File: src/dma_pkg.sv
/*
 * Constants and types shared by the two-channel DMA controller.
 * Assumes a byte-addressed register port with 32-bit word registers.
 */
package dma_pkg;

    ////////////////////////////////////////////////////////////////////////
    // Register byte offsets: per-channel window registers, stride and global priority
    localparam logic [7:0] OFF_CTRL   = 8'h00;  // Control word
    localparam logic [7:0] OFF_SRC    = 8'h04;  // Source address
    localparam logic [7:0] OFF_DST    = 8'h08;  // Destination address
    localparam logic [7:0] OFF_COUNT  = 8'h0c;  // Transfers minus one
    localparam logic [7:0] OFF_STATUS = 8'h10;  // Done, error, busy
    localparam logic [7:0] OFF_SWREQ  = 8'h14;  // Software request
    localparam logic [7:0] CH_STRIDE  = 8'h20;  // Window per channel
    localparam logic [7:0] OFF_PRIO   = 8'h40;  // Global priority mode

    ////////////////////////////////////////////////////////////////////////
    // Control word field positions
    localparam int CTRL_EN     = 0;  // Arm the channel
    localparam int CTRL_SIZE_L = 1;  // Unit size, two bits
    localparam int CTRL_SRC_IO = 3;  // Source stays fixed
    localparam int CTRL_DST_IO = 4;  // Destination stays fixed
    localparam int CTRL_BURST  = 5;  // Hold bus for whole job
    localparam int CTRL_EXT    = 6;  // Accept external request
    localparam int CTRL_MASK   = 7;  // Mask interrupt output

    // Status field positions
    localparam int STAT_DONE = 0;  // Job complete, write one clears
    localparam int STAT_ERR  = 1;  // Error seen, write one clears
    localparam int STAT_BUSY = 2;  // Job in progress

    ////////////////////////////////////////////////////////////////////////
    // Transfer unit sizes
    localparam logic [1:0] SIZE_BYTE = 2'h0;
    localparam logic [1:0] SIZE_HALF = 2'h1;
    localparam logic [1:0] SIZE_WORD = 2'h2;

    // Reset values
    localparam logic [31:0] RESET_WORD  = 32'h0000_0000;
    localparam logic [15:0] RESET_COUNT = 16'h0000;

    // Transfer engine states
    typedef enum logic [1:0] {
        ST_IDLE,
        ST_REQ,
        ST_READ,
        ST_WRITE
    } eng_state_type;

endpackage : dma_pkg

File: src/two_channel_dma_controller.sv
/*
 * Two-channel DMA controller: register port, arbiter, transfer engine.
 * Assumes a bus arbiter that holds grant while request stays high, and a
 * memory port that answers each read or write strobe with an ack.
 */
`timescale 1ns/10ps

//
// Behaviour
// - two independent channels, own config, request, interrupt
// - memory or I/O on either side
// - fixed priority serves channel zero first
// - round-robin demotes the last granted channel
// - one to 65,536 transfers per job
// - byte, half-word or word units
// - cycle steal requests bus per transfer
// - burst holds bus request until job ends
// - software request bit starts a job
// - external request line starts a job
// - interrupt on job end or error
// - one interrupt output per channel
// - mask silences interrupt, flags still set
module two_channel_dma_controller #(
    parameter int CHANNELS = 2  // Channel count
) (
    input  wire logic                i_clock,      // System clock
    input  wire logic                i_srst,       // Sync reset, high
    input  wire logic [7:0]          i_reg_addr,   // Register byte address
    input  wire logic [31:0]         i_reg_wdata,  // Register write data
    input  wire logic                i_reg_wr,     // Write strobe
    input  wire logic                i_reg_rd,     // Read strobe
    output logic      [31:0]         o_reg_rdata,  // Read data, next cycle
    input  wire logic [CHANNELS-1:0] i_dreq,       // External requests
    output logic      [CHANNELS-1:0] o_irq,        // Interrupt per channel
    output logic                     o_bus_req,    // System bus request
    input  wire logic                i_bus_grant,  // System bus grant
    output logic      [31:0]         o_mem_addr,   // Transfer address
    output logic                     o_mem_rd,     // Read strobe, held
    output logic                     o_mem_wr,     // Write strobe, held
    output logic      [1:0]          o_mem_size,   // Unit size
    output logic      [31:0]         o_mem_wdata,  // Write data
    input  wire logic [31:0]         i_mem_rdata,  // Read data
    input  wire logic                i_mem_ack,    // Access complete
    input  wire logic                i_mem_err     // Access failed
);

    ////////////////////////////////////////////////////////////////////////
    // State record
    // Everything the block remembers, per channel where needed
    typedef struct packed {
        logic [CHANNELS-1:0][31:0] src;     // Current source address
        logic [CHANNELS-1:0][31:0] dst;     // Current destination
        logic [CHANNELS-1:0][15:0] cnt;     // Remaining minus one
        logic [CHANNELS-1:0][1:0]  size;    // Unit size
        logic [CHANNELS-1:0]       en;      // Armed
        logic [CHANNELS-1:0]       src_io;  // Fixed source
        logic [CHANNELS-1:0]       dst_io;  // Fixed destination
        logic [CHANNELS-1:0]       burst;   // Burst mode
        logic [CHANNELS-1:0]       ext;     // External request allowed
        logic [CHANNELS-1:0]       mask;    // Interrupt mask
        logic [CHANNELS-1:0]       act;     // Job started
        logic [CHANNELS-1:0]       done;    // Job complete flag
        logic [CHANNELS-1:0]       err;     // Error flag
        logic                      rr;      // Round-robin selected
        logic                      last;    // Last granted channel
        logic                      cur;     // Channel being served
        dma_pkg::eng_state_type    state;   // Engine state
        logic [31:0]               data;    // Transfer holding word
        logic [31:0]               rdata;   // Register read data
    } dma_state_type;

    dma_state_type state_ff;      // Registered state
    dma_state_type nxt_state_ff;  // Next state

    ////////////////////////////////////////////////////////////////////////
    // Address step for one unit
    // Size 3 never gets here; the engine flags it before any access
    function automatic logic [31:0] unit_step(input logic [1:0] sz);
        unit_step = 32'h0000_0001;
        if (sz == dma_pkg::SIZE_HALF) begin
            unit_step = 32'h0000_0002;
        end else if (sz == dma_pkg::SIZE_WORD) begin
            unit_step = 32'h0000_0004;
        end
    endfunction : unit_step

    // Whether the window of channel ch holds an address
    function automatic logic chan_hit(input logic [7:0] a, input logic ch);
        logic [7:0] base;
        base = ch ? dma_pkg::CH_STRIDE : 8'h00;
        chan_hit = (a >= base) && (a < base + dma_pkg::CH_STRIDE);
    endfunction : chan_hit

    // Pick a channel among pending ones
    // Fixed mode favours channel zero; round-robin skips the last one
    function automatic logic pick(input logic [1:0] pend, input logic rr,
                                  input logic last);
        pick = 1'b0;
        if (pend == 2'h3) begin
            pick = rr ? ~last : 1'b0;
        end else if (pend[1]) begin
            pick = 1'b1;
        end
    endfunction : pick

    ////////////////////////////////////////////////////////////////////////
    // Next-state logic
    // Register port first, then requests, then the engine; end of job
    // and reset come last so that they override everything above
    always_comb begin
        logic [7:0]  off;
        logic        ch;
        logic [1:0]  pend;
        logic        c;
        logic        fin;
        off  = 8'h00;
        ch   = 1'b0;
        pend = 2'h0;
        c    = state_ff.cur;
        fin  = 1'b0;
        nxt_state_ff = state_ff;
        nxt_state_ff.rdata = 32'h0000_0000;

        // Register writes
        // Channel one window sits one stride above channel zero
        ch  = chan_hit(i_reg_addr, 1'b1);
        off = i_reg_addr - (ch ? dma_pkg::CH_STRIDE : 8'h00);
        if (i_reg_wr) begin
            if (i_reg_addr == dma_pkg::OFF_PRIO) begin
                nxt_state_ff.rr = i_reg_wdata[0];
            end else if (i_reg_addr >= (dma_pkg::CH_STRIDE << 1)) begin
                // Unmapped address, write ignored
            end else if (off == dma_pkg::OFF_CTRL) begin
                // Writing a one to enable re-arms the channel
                nxt_state_ff.en[ch]     = i_reg_wdata[dma_pkg::CTRL_EN];
                nxt_state_ff.size[ch]   =
                    i_reg_wdata[dma_pkg::CTRL_SIZE_L +: 2];
                nxt_state_ff.src_io[ch] =
                    i_reg_wdata[dma_pkg::CTRL_SRC_IO];
                nxt_state_ff.dst_io[ch] =
                    i_reg_wdata[dma_pkg::CTRL_DST_IO];
                nxt_state_ff.burst[ch]  = i_reg_wdata[dma_pkg::CTRL_BURST];
                nxt_state_ff.ext[ch]    = i_reg_wdata[dma_pkg::CTRL_EXT];
                nxt_state_ff.mask[ch]   = i_reg_wdata[dma_pkg::CTRL_MASK];
                if (!i_reg_wdata[dma_pkg::CTRL_EN]) begin
                    nxt_state_ff.act[ch] = 1'b0;
                end
            end else if (off == dma_pkg::OFF_SRC) begin
                nxt_state_ff.src[ch] = i_reg_wdata;
            end else if (off == dma_pkg::OFF_DST) begin
                nxt_state_ff.dst[ch] = i_reg_wdata;
            end else if (off == dma_pkg::OFF_COUNT) begin
                nxt_state_ff.cnt[ch] = i_reg_wdata[15:0];
            end else if (off == dma_pkg::OFF_STATUS) begin
                // Write one to clear; hardware set below wins
                if (i_reg_wdata[dma_pkg::STAT_DONE]) begin
                    nxt_state_ff.done[ch] = 1'b0;
                end
                if (i_reg_wdata[dma_pkg::STAT_ERR]) begin
                    nxt_state_ff.err[ch] = 1'b0;
                end
            end else if (off == dma_pkg::OFF_SWREQ) begin
                if (i_reg_wdata[0] && state_ff.en[ch]) begin
                    nxt_state_ff.act[ch] = 1'b1;
                end
            end
        end

        // Register reads
        // Read data lands one cycle later and is zero otherwise
        if (i_reg_rd) begin
            if (i_reg_addr == dma_pkg::OFF_PRIO) begin
                nxt_state_ff.rdata = {31'h0000_0000, state_ff.rr};
            end else if (i_reg_addr >= (dma_pkg::CH_STRIDE << 1)) begin
                nxt_state_ff.rdata = 32'h0000_0000;
            end else if (off == dma_pkg::OFF_CTRL) begin
                nxt_state_ff.rdata = {24'h00_0000, state_ff.mask[ch],
                    state_ff.ext[ch], state_ff.burst[ch],
                    state_ff.dst_io[ch], state_ff.src_io[ch],
                    state_ff.size[ch], state_ff.en[ch]};
            end else if (off == dma_pkg::OFF_SRC) begin
                nxt_state_ff.rdata = state_ff.src[ch];
            end else if (off == dma_pkg::OFF_DST) begin
                nxt_state_ff.rdata = state_ff.dst[ch];
            end else if (off == dma_pkg::OFF_COUNT) begin
                nxt_state_ff.rdata = {16'h0000, state_ff.cnt[ch]};
            end else if (off == dma_pkg::OFF_STATUS) begin
                nxt_state_ff.rdata = {29'h0000_0000, state_ff.act[ch],
                    state_ff.err[ch], state_ff.done[ch]};
            end
        end

        // External requests start armed channels
        // Each channel keeps its own flags and pending bit
        for (int i = 0; i < CHANNELS; i++) begin
            if (state_ff.en[i] && state_ff.ext[i] && i_dreq[i]) begin
                nxt_state_ff.act[i] = 1'b1;
            end
            pend[i] = state_ff.en[i] && state_ff.act[i];
        end

        // Transfer engine
        // One channel is served at a time; the other stays pending
        case (state_ff.state)
            dma_pkg::ST_IDLE: begin
                if (pend != 2'h0) begin
                    nxt_state_ff.cur   = pick(pend, state_ff.rr,
                                              state_ff.last);
                    nxt_state_ff.state = dma_pkg::ST_REQ;
                end
            end
            dma_pkg::ST_REQ: begin
                // Grant edge marks this channel as last served
                if (i_bus_grant) begin
                    nxt_state_ff.last  = c;
                    nxt_state_ff.state = dma_pkg::ST_READ;
                end
            end
            dma_pkg::ST_READ: begin
                if (state_ff.size[c] > dma_pkg::SIZE_WORD) begin
                    // Illegal unit size ends the job as an error
                    nxt_state_ff.err[c] = 1'b1;
                    fin = 1'b1;
                end else if (i_mem_ack && i_mem_err) begin
                    nxt_state_ff.err[c] = 1'b1;
                    fin = 1'b1;
                end else if (i_mem_ack) begin
                    nxt_state_ff.data  = i_mem_rdata;
                    nxt_state_ff.state = dma_pkg::ST_WRITE;
                end
            end
            dma_pkg::ST_WRITE: begin
                if (i_mem_ack && i_mem_err) begin
                    nxt_state_ff.err[c] = 1'b1;
                    fin = 1'b1;
                end else if (i_mem_ack) begin
                    // Memory sides advance, I/O sides stay put
                    if (!state_ff.src_io[c]) begin
                        nxt_state_ff.src[c] = state_ff.src[c] +
                            unit_step(state_ff.size[c]);
                    end
                    if (!state_ff.dst_io[c]) begin
                        nxt_state_ff.dst[c] = state_ff.dst[c] +
                            unit_step(state_ff.size[c]);
                    end
                    if (state_ff.cnt[c] == dma_pkg::RESET_COUNT) begin
                        nxt_state_ff.done[c] = 1'b1;
                        fin = 1'b1;
                    end else begin
                        nxt_state_ff.cnt[c] = state_ff.cnt[c] - 16'h0001;
                        if (state_ff.burst[c]) begin
                            nxt_state_ff.state = dma_pkg::ST_READ;
                        end else begin
                            nxt_state_ff.state = dma_pkg::ST_IDLE;
                        end
                    end
                end
            end
            default: begin
                nxt_state_ff.state = dma_pkg::ST_IDLE;
            end
        endcase

        // End of job disarms the channel and frees the bus
        // A disarmed channel waits until software sets enable again
        if (fin) begin
            nxt_state_ff.en[c]  = 1'b0;
            nxt_state_ff.act[c] = 1'b0;
            nxt_state_ff.state  = dma_pkg::ST_IDLE;
        end

        // Synchronous reset
        // Reset wins over every update above
        if (i_srst) begin
            nxt_state_ff = '0;
            nxt_state_ff.state = dma_pkg::ST_IDLE;
        end
    end

    ////////////////////////////////////////////////////////////////////////
    // State register
    // One flop bank holds the whole record
    always_ff @(posedge i_clock) begin
        state_ff <= nxt_state_ff;
    end

    ////////////////////////////////////////////////////////////////////////
    // Outputs
    // Strobes decode the engine state; data comes from the record
    assign o_reg_rdata = state_ff.rdata;
    assign o_irq       = (state_ff.done | state_ff.err) &
                         ~state_ff.mask;
    assign o_bus_req   = (state_ff.state != dma_pkg::ST_IDLE);
    assign o_mem_rd    = (state_ff.state == dma_pkg::ST_READ) &&
                         (state_ff.size[state_ff.cur] <= dma_pkg::SIZE_WORD);
    assign o_mem_wr    = (state_ff.state == dma_pkg::ST_WRITE);
    assign o_mem_addr  = (state_ff.state == dma_pkg::ST_WRITE) ?
                         state_ff.dst[state_ff.cur] :
                         state_ff.src[state_ff.cur];
    assign o_mem_size  = state_ff.size[state_ff.cur];
    assign o_mem_wdata = state_ff.data;

endmodule : two_channel_dma_controller

File: config.mk
export PLATFORM = sky130hd
export DESIGN_NAME = two_channel_dma_controller
export DESIGN_NICKNAME = d
export VERILOG_FILES = /design/src/dma_pkg.sv /design/src/two_channel_dma_controller.sv
export SDC_FILE = /design/constraint.sdc
export NUM_CORES = 1
export LEC_CHECK = 0
export ABC_AREA = 1
export BUFFER_PORTS_ARGS = -buffer_cell sky130_fd_sc_hd__clkbuf_2
export CAP_MARGIN = 20
export CORE_MARGIN = 2
export CORE_UTILIZATION = 61
export DETAILED_ROUTE_END_ITERATION = 6
export PLACE_DENSITY = 0.88
export SYNTH_ARGS = -nofsm -noshare
export SYNTH_HDL_FRONTEND = slang
export SYNTH_SLANG_ARGS = --single-unit
File: constraint.sdc
create_clock -name i_clock -period 4.2 [get_ports i_clock]
set_clock_uncertainty 0.15 [all_clocks]
set_input_delay 0.63 -clock i_clock [delete_from_list [all_inputs] [get_ports i_clock]]
set_output_delay 0.63 -clock i_clock [all_outputs]
set_load 0.01 [all_outputs]
==> results.json, run 1 <==
{
  "cp_max_fo": 46,
  "ys_async_sr_fraction_pct": 0,
  "clock_path_buffers": 3,
  "fillCellCount": 2681,
  "power_switching_share_pct": 24.6,
  "switchingPower_w": 0.00129,
  "grt_pass1_wl_um": 105000,
  "crit-reg2reg-launch": "state_ff[66]",
  "slew_headroom_pct": 22.6,
  "p_leak_nw": 8.80,
  "start_kind": "flop",
  "die_area_mm2": 0.0303,
  "place_congestion": 1.03,
  "p_int_w": 0.00396,
  "crit_path_end_kind": "output port",
  "synth_edf_count": 0,
  "grt_max_degree": 207,
  "via_count": 20300,
  "synth.distinct_cells": 46,
  "portBuffers": 183,
  "max_stage_delay_ns": 0.59,
  "drt_iter0_drc": 3253,
  "p_clk_share_pct": 50.0,
  "avgSynthCellArea_um2": 5.94,
  "synth_top_area_share_pct": 28.5,
  "seq_power_share_pct": 45.3,
  "cts_hold_buf": 0,
  "synth_top_area_cell": "dfxtp_1",
  "violations": "design-rule violations",
  "layout.nets": 3094,
  "status": "finished with violations",
  "stdcell_count": 3408,
  "htreeDepth": 1,
  "synth_most_common_cell": "nand2_1",
  "path_cells": "buf_4 -> buf_4 -> o21ai_0 -> o21ai_0 -> clkbuf_2",
  "start_util_pct": 61.6,
  "required_ns": 3.42,
  "fp.coreArea_mm2": 0.0286,
  "yosysSeqAreaShare_pct": 28.5,
  "wl_per_cell_um": 20.1,
  "vdd_drop_max_mv": 0.327,
  "dr.pass1.iters": 7,
  "wl_um": 68500,
  "root_buffer": "clkbuf_16",
  "fin_crit_ns": 3.78,
  "startpoint": "state_ff[66]",
  "die_h_um": 174,
  "cp_slowest_cell": "buf_4",
  "syn2layout_area_growth_pct": 7.93,
  "combPwrFrac_pct": 4.7,
  "rsz0062_at_grt": "no",
  "hold_start": "i_mem_rdata[2]",
  "dp.cells": 3354,
  "synth_area_mm2": 0.0176,
  "final_area_mm2": 0.0190,
  "cts_setup_buffers": 0,
  "worst-setup-path-type": "flop to output port",
  "critPathBufInv": 3,
  "die_w_um": 174,
  "drc_errors": 5,
  "finalCritPeriodShare_pct": 90.0,
  "ys.flop_type": "dfxtp_1",
  "n_antenna_cell": 0,
  "setup-tns-final_ns": 0,
  "cp.arrival_ns": 3.00,
  "row_count": 62,
  "grt_pass1_vias": 19000,
  "cp_top_family": "buffers and inverters",
  "yosysWarnings": 0,
  "synthCells": 2969,
  "finalSetupViolations": 0,
  "clock-sinks": 251,
  "drive_above_1_share_pct": 12.9,
  "insertion_delay_ns": 0.59,
  "maxSlewViolCount": 0,
  "synth_commonest_cells": "nand2_1 (807), nor2_1 (418), inv_1 (333), o21ai_0 (290), dfxtp_1 (251)",
  "post_cts_resized": 0,
  "cts_buffers": 29,
  "clk_pin_slew_ns": 0.06,
  "grt_antenna_before_repair": 0,
  "placed_area_mm2": 0.0181,
  "grt_overflow_total": 0,
  "ys_ff_latch": 251,
  "cap_violations": 0,
  "worst_pin_slew_ns": 1.15,
  "hold_viol_final": 0,
  "vias_per_cell": 5.96,
  "fmax_mhz": 265,
  "io_pins": 184,
  "power.density_mw_per_mm2": 276,
  "place_hpwl_um": 47600,
  "cts_tree": "yes",
  "grt_usage_pct": 43.9,
  "synth_nets": 3062,
  "hold_class": "primary input to flop",
  "synth.area.top_cells": "dfxtp_1 (28%), nand2_1 (17%), nor2_1 (8.9%), o21ai_0 (8.2%), inv_1 (7.1%)",
  "ant_nets": 0
}
## cells by family (layout without fill, tap and decap cells)
group                    Yosys count  in the layout  share of synthesized area [%]
AO/OA/AOI/OAI                    563            563                           17.9
buffers and inverters            574            629                           14.7
XOR/XNOR                          39             39                           1.94
adder cells (fa/ha/maj)           12             12                          0.936
AND/OR/NAND/NOR                 1530           1530                           36.0
flip-flops                       251            251                           28.5
## path summary, 6_finish.rpt
path                     to  slack, ns  cells after the start
max           o_mem_addr[8]       0.42                      5
min          o_mem_wdata[2]       0.12                      3
max reg2reg   state_ff[169]       0.52                     15
min reg2reg            flop       0.32                      2
## cell type report
| class | instances | area [um2] | area share, % |
|---|---|---|---|
| multi-input cells | 2144 | 10000 | 52.7 |
| flip-flops and latches | 251 | 5030 | 26.4 |
| inverters | 357 | 1350 | 7.08 |
| repair buffers | 218 | 1190 | 6.25 |
| clock buffers | 40 | 807 | 4.24 |
| well taps | 384 | 480 | 2.52 |
| clock inverters | 14 | 154 | 0.808 |
## power groups by stage
stage / combinational, W / sequential [W] / clock [W]
CTS: 0.000231 / 0.00238 / 0.00262
detailed placement: 0.000230 / 0.00244 / 0
global placement: 0.000227 / 0.00244 / 0
floorplan: 0.000112 / 0.00244 / 0
global route: 0.000255 / 0.00238 / 0.00271
finish: 0.000245 / 0.00238 / 0.00263
## registers in the layout, summed over array words and instances, names as in the netlist, named ones only
| name | flops |
|---|---|
| o_reg_rdata | 32 |
| state_ff | 173 |
| o_mem_wdata | 32 |
## metrics by stage
| step | hold WS (ns) | worst slack, ns | total power (W) | utilization (%) |
|---|---|---|---|---|
| after floorplan | 0.280 | 0.476 | 0.00255 | - |
| after global placement | 0.303 | 0.742 | 0.00266 | 63.2 |
| after detailed placement | 0.314 | 0.611 | 0.00266 | 63.2 |
| after CTS | 0.117 | 0.583 | 0.00523 | 66.5 |
| after global routing | 0.126 | 0.261 | 0.00535 | 66.5 |
| final | 0.117 | 0.421 | 0.00525 | 66.5 |
## routing by layer
layer | global-route usage (%) | wire (um) | vias to the layer above
met2 | 66.0 | 28500 | 1458
met1 | 58.2 | 26700 | 9192
met4 | 19.7 | 3350 | 0
met5 | 0 | 0 | -
met3 | 12.8 | 9970 | 255
li1 | - | - | 9405
## worst reg2reg max path: cells and delay by family, from the launching register on
| family | cells | cell delay (ns) |
|---|---|---|
| and+or+nand+nor | 5 | 0.82 |
| DFF | 1 | 0.35 |
| AOI/OAI and AO/OA | 2 | 0.61 |
| adders and majority gates | 3 | 0.98 |
| xor gates and xnor gates | 1 | 0.22 |
| buffers and inverters | 4 | 0.48 |
## placed cells by master (no fill, tap or decap), types with 4 or more instances in the layout
cell type / instances
xnor2_1: 12
nor2_1: 417
o211ai_1: 26
clkinv_2: 9
clkbuf_8: 4
o21ai_0: 290
o21bai_1: 8
or2_2: 6
o21ai_1: 37
clkbuf_16: 29
nand4_1: 13
ha_1: 10
inv_2: 18
and2_1: 6
nand2_2: 21
inv_1: 333
nor2_2: 28
nand3_1: 184
xor2_1: 27
dfxtp_1: 250
nand2_1: 806
a22oi_1: 33
a21oi_1: 105
clkbuf_1: 7
a41oi_1: 5
a31oi_1: 11
nor3_1: 15
clkbuf_2: 183
o21ai_2: 27
nor2_4: 13
o22ai_1: 15
buf_4: 34
nand3b_1: 11
(Power assumes the default switching activity.)
==> run 2: changes to the inputs <==
SETUP_SLACK_MARGIN = 0.5   (was not set)
==> results.json, run 2 (synthesis gave the netlist of run 1 again) <==
{
  "status": "finished clean",
  "die_h_um": 174,
  "fp.coreArea_mm2": 0.0286,
  "grt_pass1_vias": 18300,
  "p_leak_nw": 8.83,
  "p_clk_share_pct": 50.6,
  "syn2layout_area_growth_pct": 8.42,
  "clock-sinks": 251,
  "vdd_drop_max_mv": 0.306,
  "path_cells": "buf_12 -> buf_4 -> o21ai_0 -> o21ai_0 -> clkbuf_2",
  "worst-setup-path-type": "flop to output port",
  "layout_commonest_cell": "nand2_1",
  "ant_nets": 0,
  "drc_errors": 0,
  "n_antenna_cell": 0,
  "io_pins": 184,
  "cp_top_family": "buffers and inverters",
  "root_buffer": "clkbuf_16",
  "cts_hold_buf": 0,
  "grt_antenna_before_repair": 4,
  "fin_crit_ns": 3.61,
  "grt_pass1_wl_um": 103000,
  "fmax_mhz": 277,
  "slew_headroom_pct": 25.3,
  "place_congestion": 1.09,
  "fillCellCount": 2634,
  "wl_per_cell_um": 19.8,
  "power.density_mw_per_mm2": 278,
  "setup-tns-final_ns": 0,
  "cp_slowest_cell": "buf_4",
  "largest_register_ffs": 173,
  "required_ns": 3.42,
  "row_count": 62,
  "hold_class": "primary input to flop",
  "finalCritPeriodShare_pct": 86.0,
  "grt_usage_pct": 43.3,
  "cp.arrival_ns": 2.83,
  "start_kind": "flop",
  "place_hpwl_um": 47200,
  "rsz0062_at_grt": "yes",
  "switchingPower_w": 0.00137,
  "combPwrFrac_pct": 4.6,
  "cts_tree": "yes",
  "cap_violations": 0,
  "final_area_mm2": 0.0191,
  "p_int_w": 0.00394,
  "layout.nets": 3097,
  "dr.pass1.iters": 6,
  "insertion_delay_ns": 0.59,
  "htreeDepth": 1,
  "grt_max_degree": 207,
  "seq_power_share_pct": 44.8,
  "die_area_mm2": 0.0303,
  "worst_pin_slew_ns": 1.12,
  "drt_iter0_drc": 3375,
  "crit_path_end_kind": "output port",
  "finalSetupViolations": 0,
  "drive_above_1_share_pct": 13.3,
  "power_switching_share_pct": 25.8,
  "maxSlewViolCount": 0,
  "max_stage_delay_ns": 0.55,
  "cts_buffers": 30,
  "portBuffers": 183,
  "cpMostUsedCell": "o21ai_0",
  "hold_viol_final": 0,
  "placed_area_mm2": 0.0181,
  "critPathBufInv": 3,
  "wl_um": 67700,
  "clock_path_buffers": 3,
  "start_util_pct": 61.6,
  "cp_max_fo": 53,
  "grt_overflow_total": 0,
  "final_cell_mix": "nand2_1 (806), nor2_1 (417), inv_1 (333), o21ai_0 (287), dfxtp_1 (250)",
  "die_w_um": 174,
  "via_count": 20400,
  "clk_pin_slew_ns": 0.07,
  "top_register": "state_ff",
  "vias_per_cell": 5.98
}
## run 2: cell types whose count changed in the layout (fill, tap and decap cells not counted), moves of 2 or more
cell,before,now
clkbuf_1,7,1
clkinv_4,0,3
inv_6,2,5
o21ai_0,290,287
o21ai_1,37,40
clkinvlp_4,2,4
## run 2: final cells by class
class | count | area (um2) | share of cell area, %
clock inverter | 22 | 208 | 1.09
inverter | 357 | 1350 | 7.05
multi-input combinational | 2144 | 10000 | 52.5
timing repair buffer | 220 | 1220 | 6.39
clock buffer | 34 | 796 | 4.16
sequential | 251 | 5030 | 26.3
tap | 384 | 480 | 2.51
## run 2: worst paths after layout
kind                   start  cells after the start              end  slack [ns]
min reg2reg     state_ff[67]                      2     state_ff[67]        0.32
max reg2reg     state_ff[64]                     11    state_ff[144]        0.67
max             state_ff[66]                      5    o_mem_addr[9]        0.59
min          i_mem_rdata[15]                      3  o_mem_wdata[15]        0.11
## run 2: power groups by stage
stage | logic (W) | registers (W) | clock network (W)
floorplan | 0.000112 | 0.00244 | 0
global placement | 0.000228 | 0.00244 | 0
detailed placement | 0.000231 | 0.00244 | 0
CTS | 0.000232 | 0.00238 | 0.00267
global route | 0.000257 | 0.00238 | 0.00277
finish | 0.000245 | 0.00238 | 0.00269
## run 2: worst reg2reg max path: stages (launching register included)
cell      delay [ns]
dfxtp_1         0.35
nand2_1         0.08
buf_4           0.28
inv_2           0.06
nand3_1         0.11
nor2_1          0.14
nand2_1         0.09
buf_4           0.47
clkinv_1        1.04
nand3_1         0.54
nand2_1         0.09
inv_1           0.06
## run 2: repair_timing
item | in CTS | in global routing
resized for setup | 0 | 5
setup buffers | 0 | 4
setup endpoints to repair | 0 | 56
## run 2: stage by stage
stage               total power, W  worst slack, ns  hold slack (ns)  utilization (%)  instances
global placement           0.00266            0.680            0.299             63.1       3352
finish                     0.00531            0.586            0.107             66.8       3412
detailed placement         0.00267            0.583            0.309             63.1       3352
floorplan                  0.00255            0.543            0.280                -       2969
global route               0.00541            0.494            0.117             66.8       3412
CTS                        0.00529            0.549            0.105             66.6       3408
## run 2: layer usage
layer	vias to the layer above	track usage (%)	routed length, um
li1	9421	-	-
met1	9195	57.9	26300
met2	1505	64.2	27800
met3	272	14.4	10400
met4	8	17.6	3100
met5	-	0	59
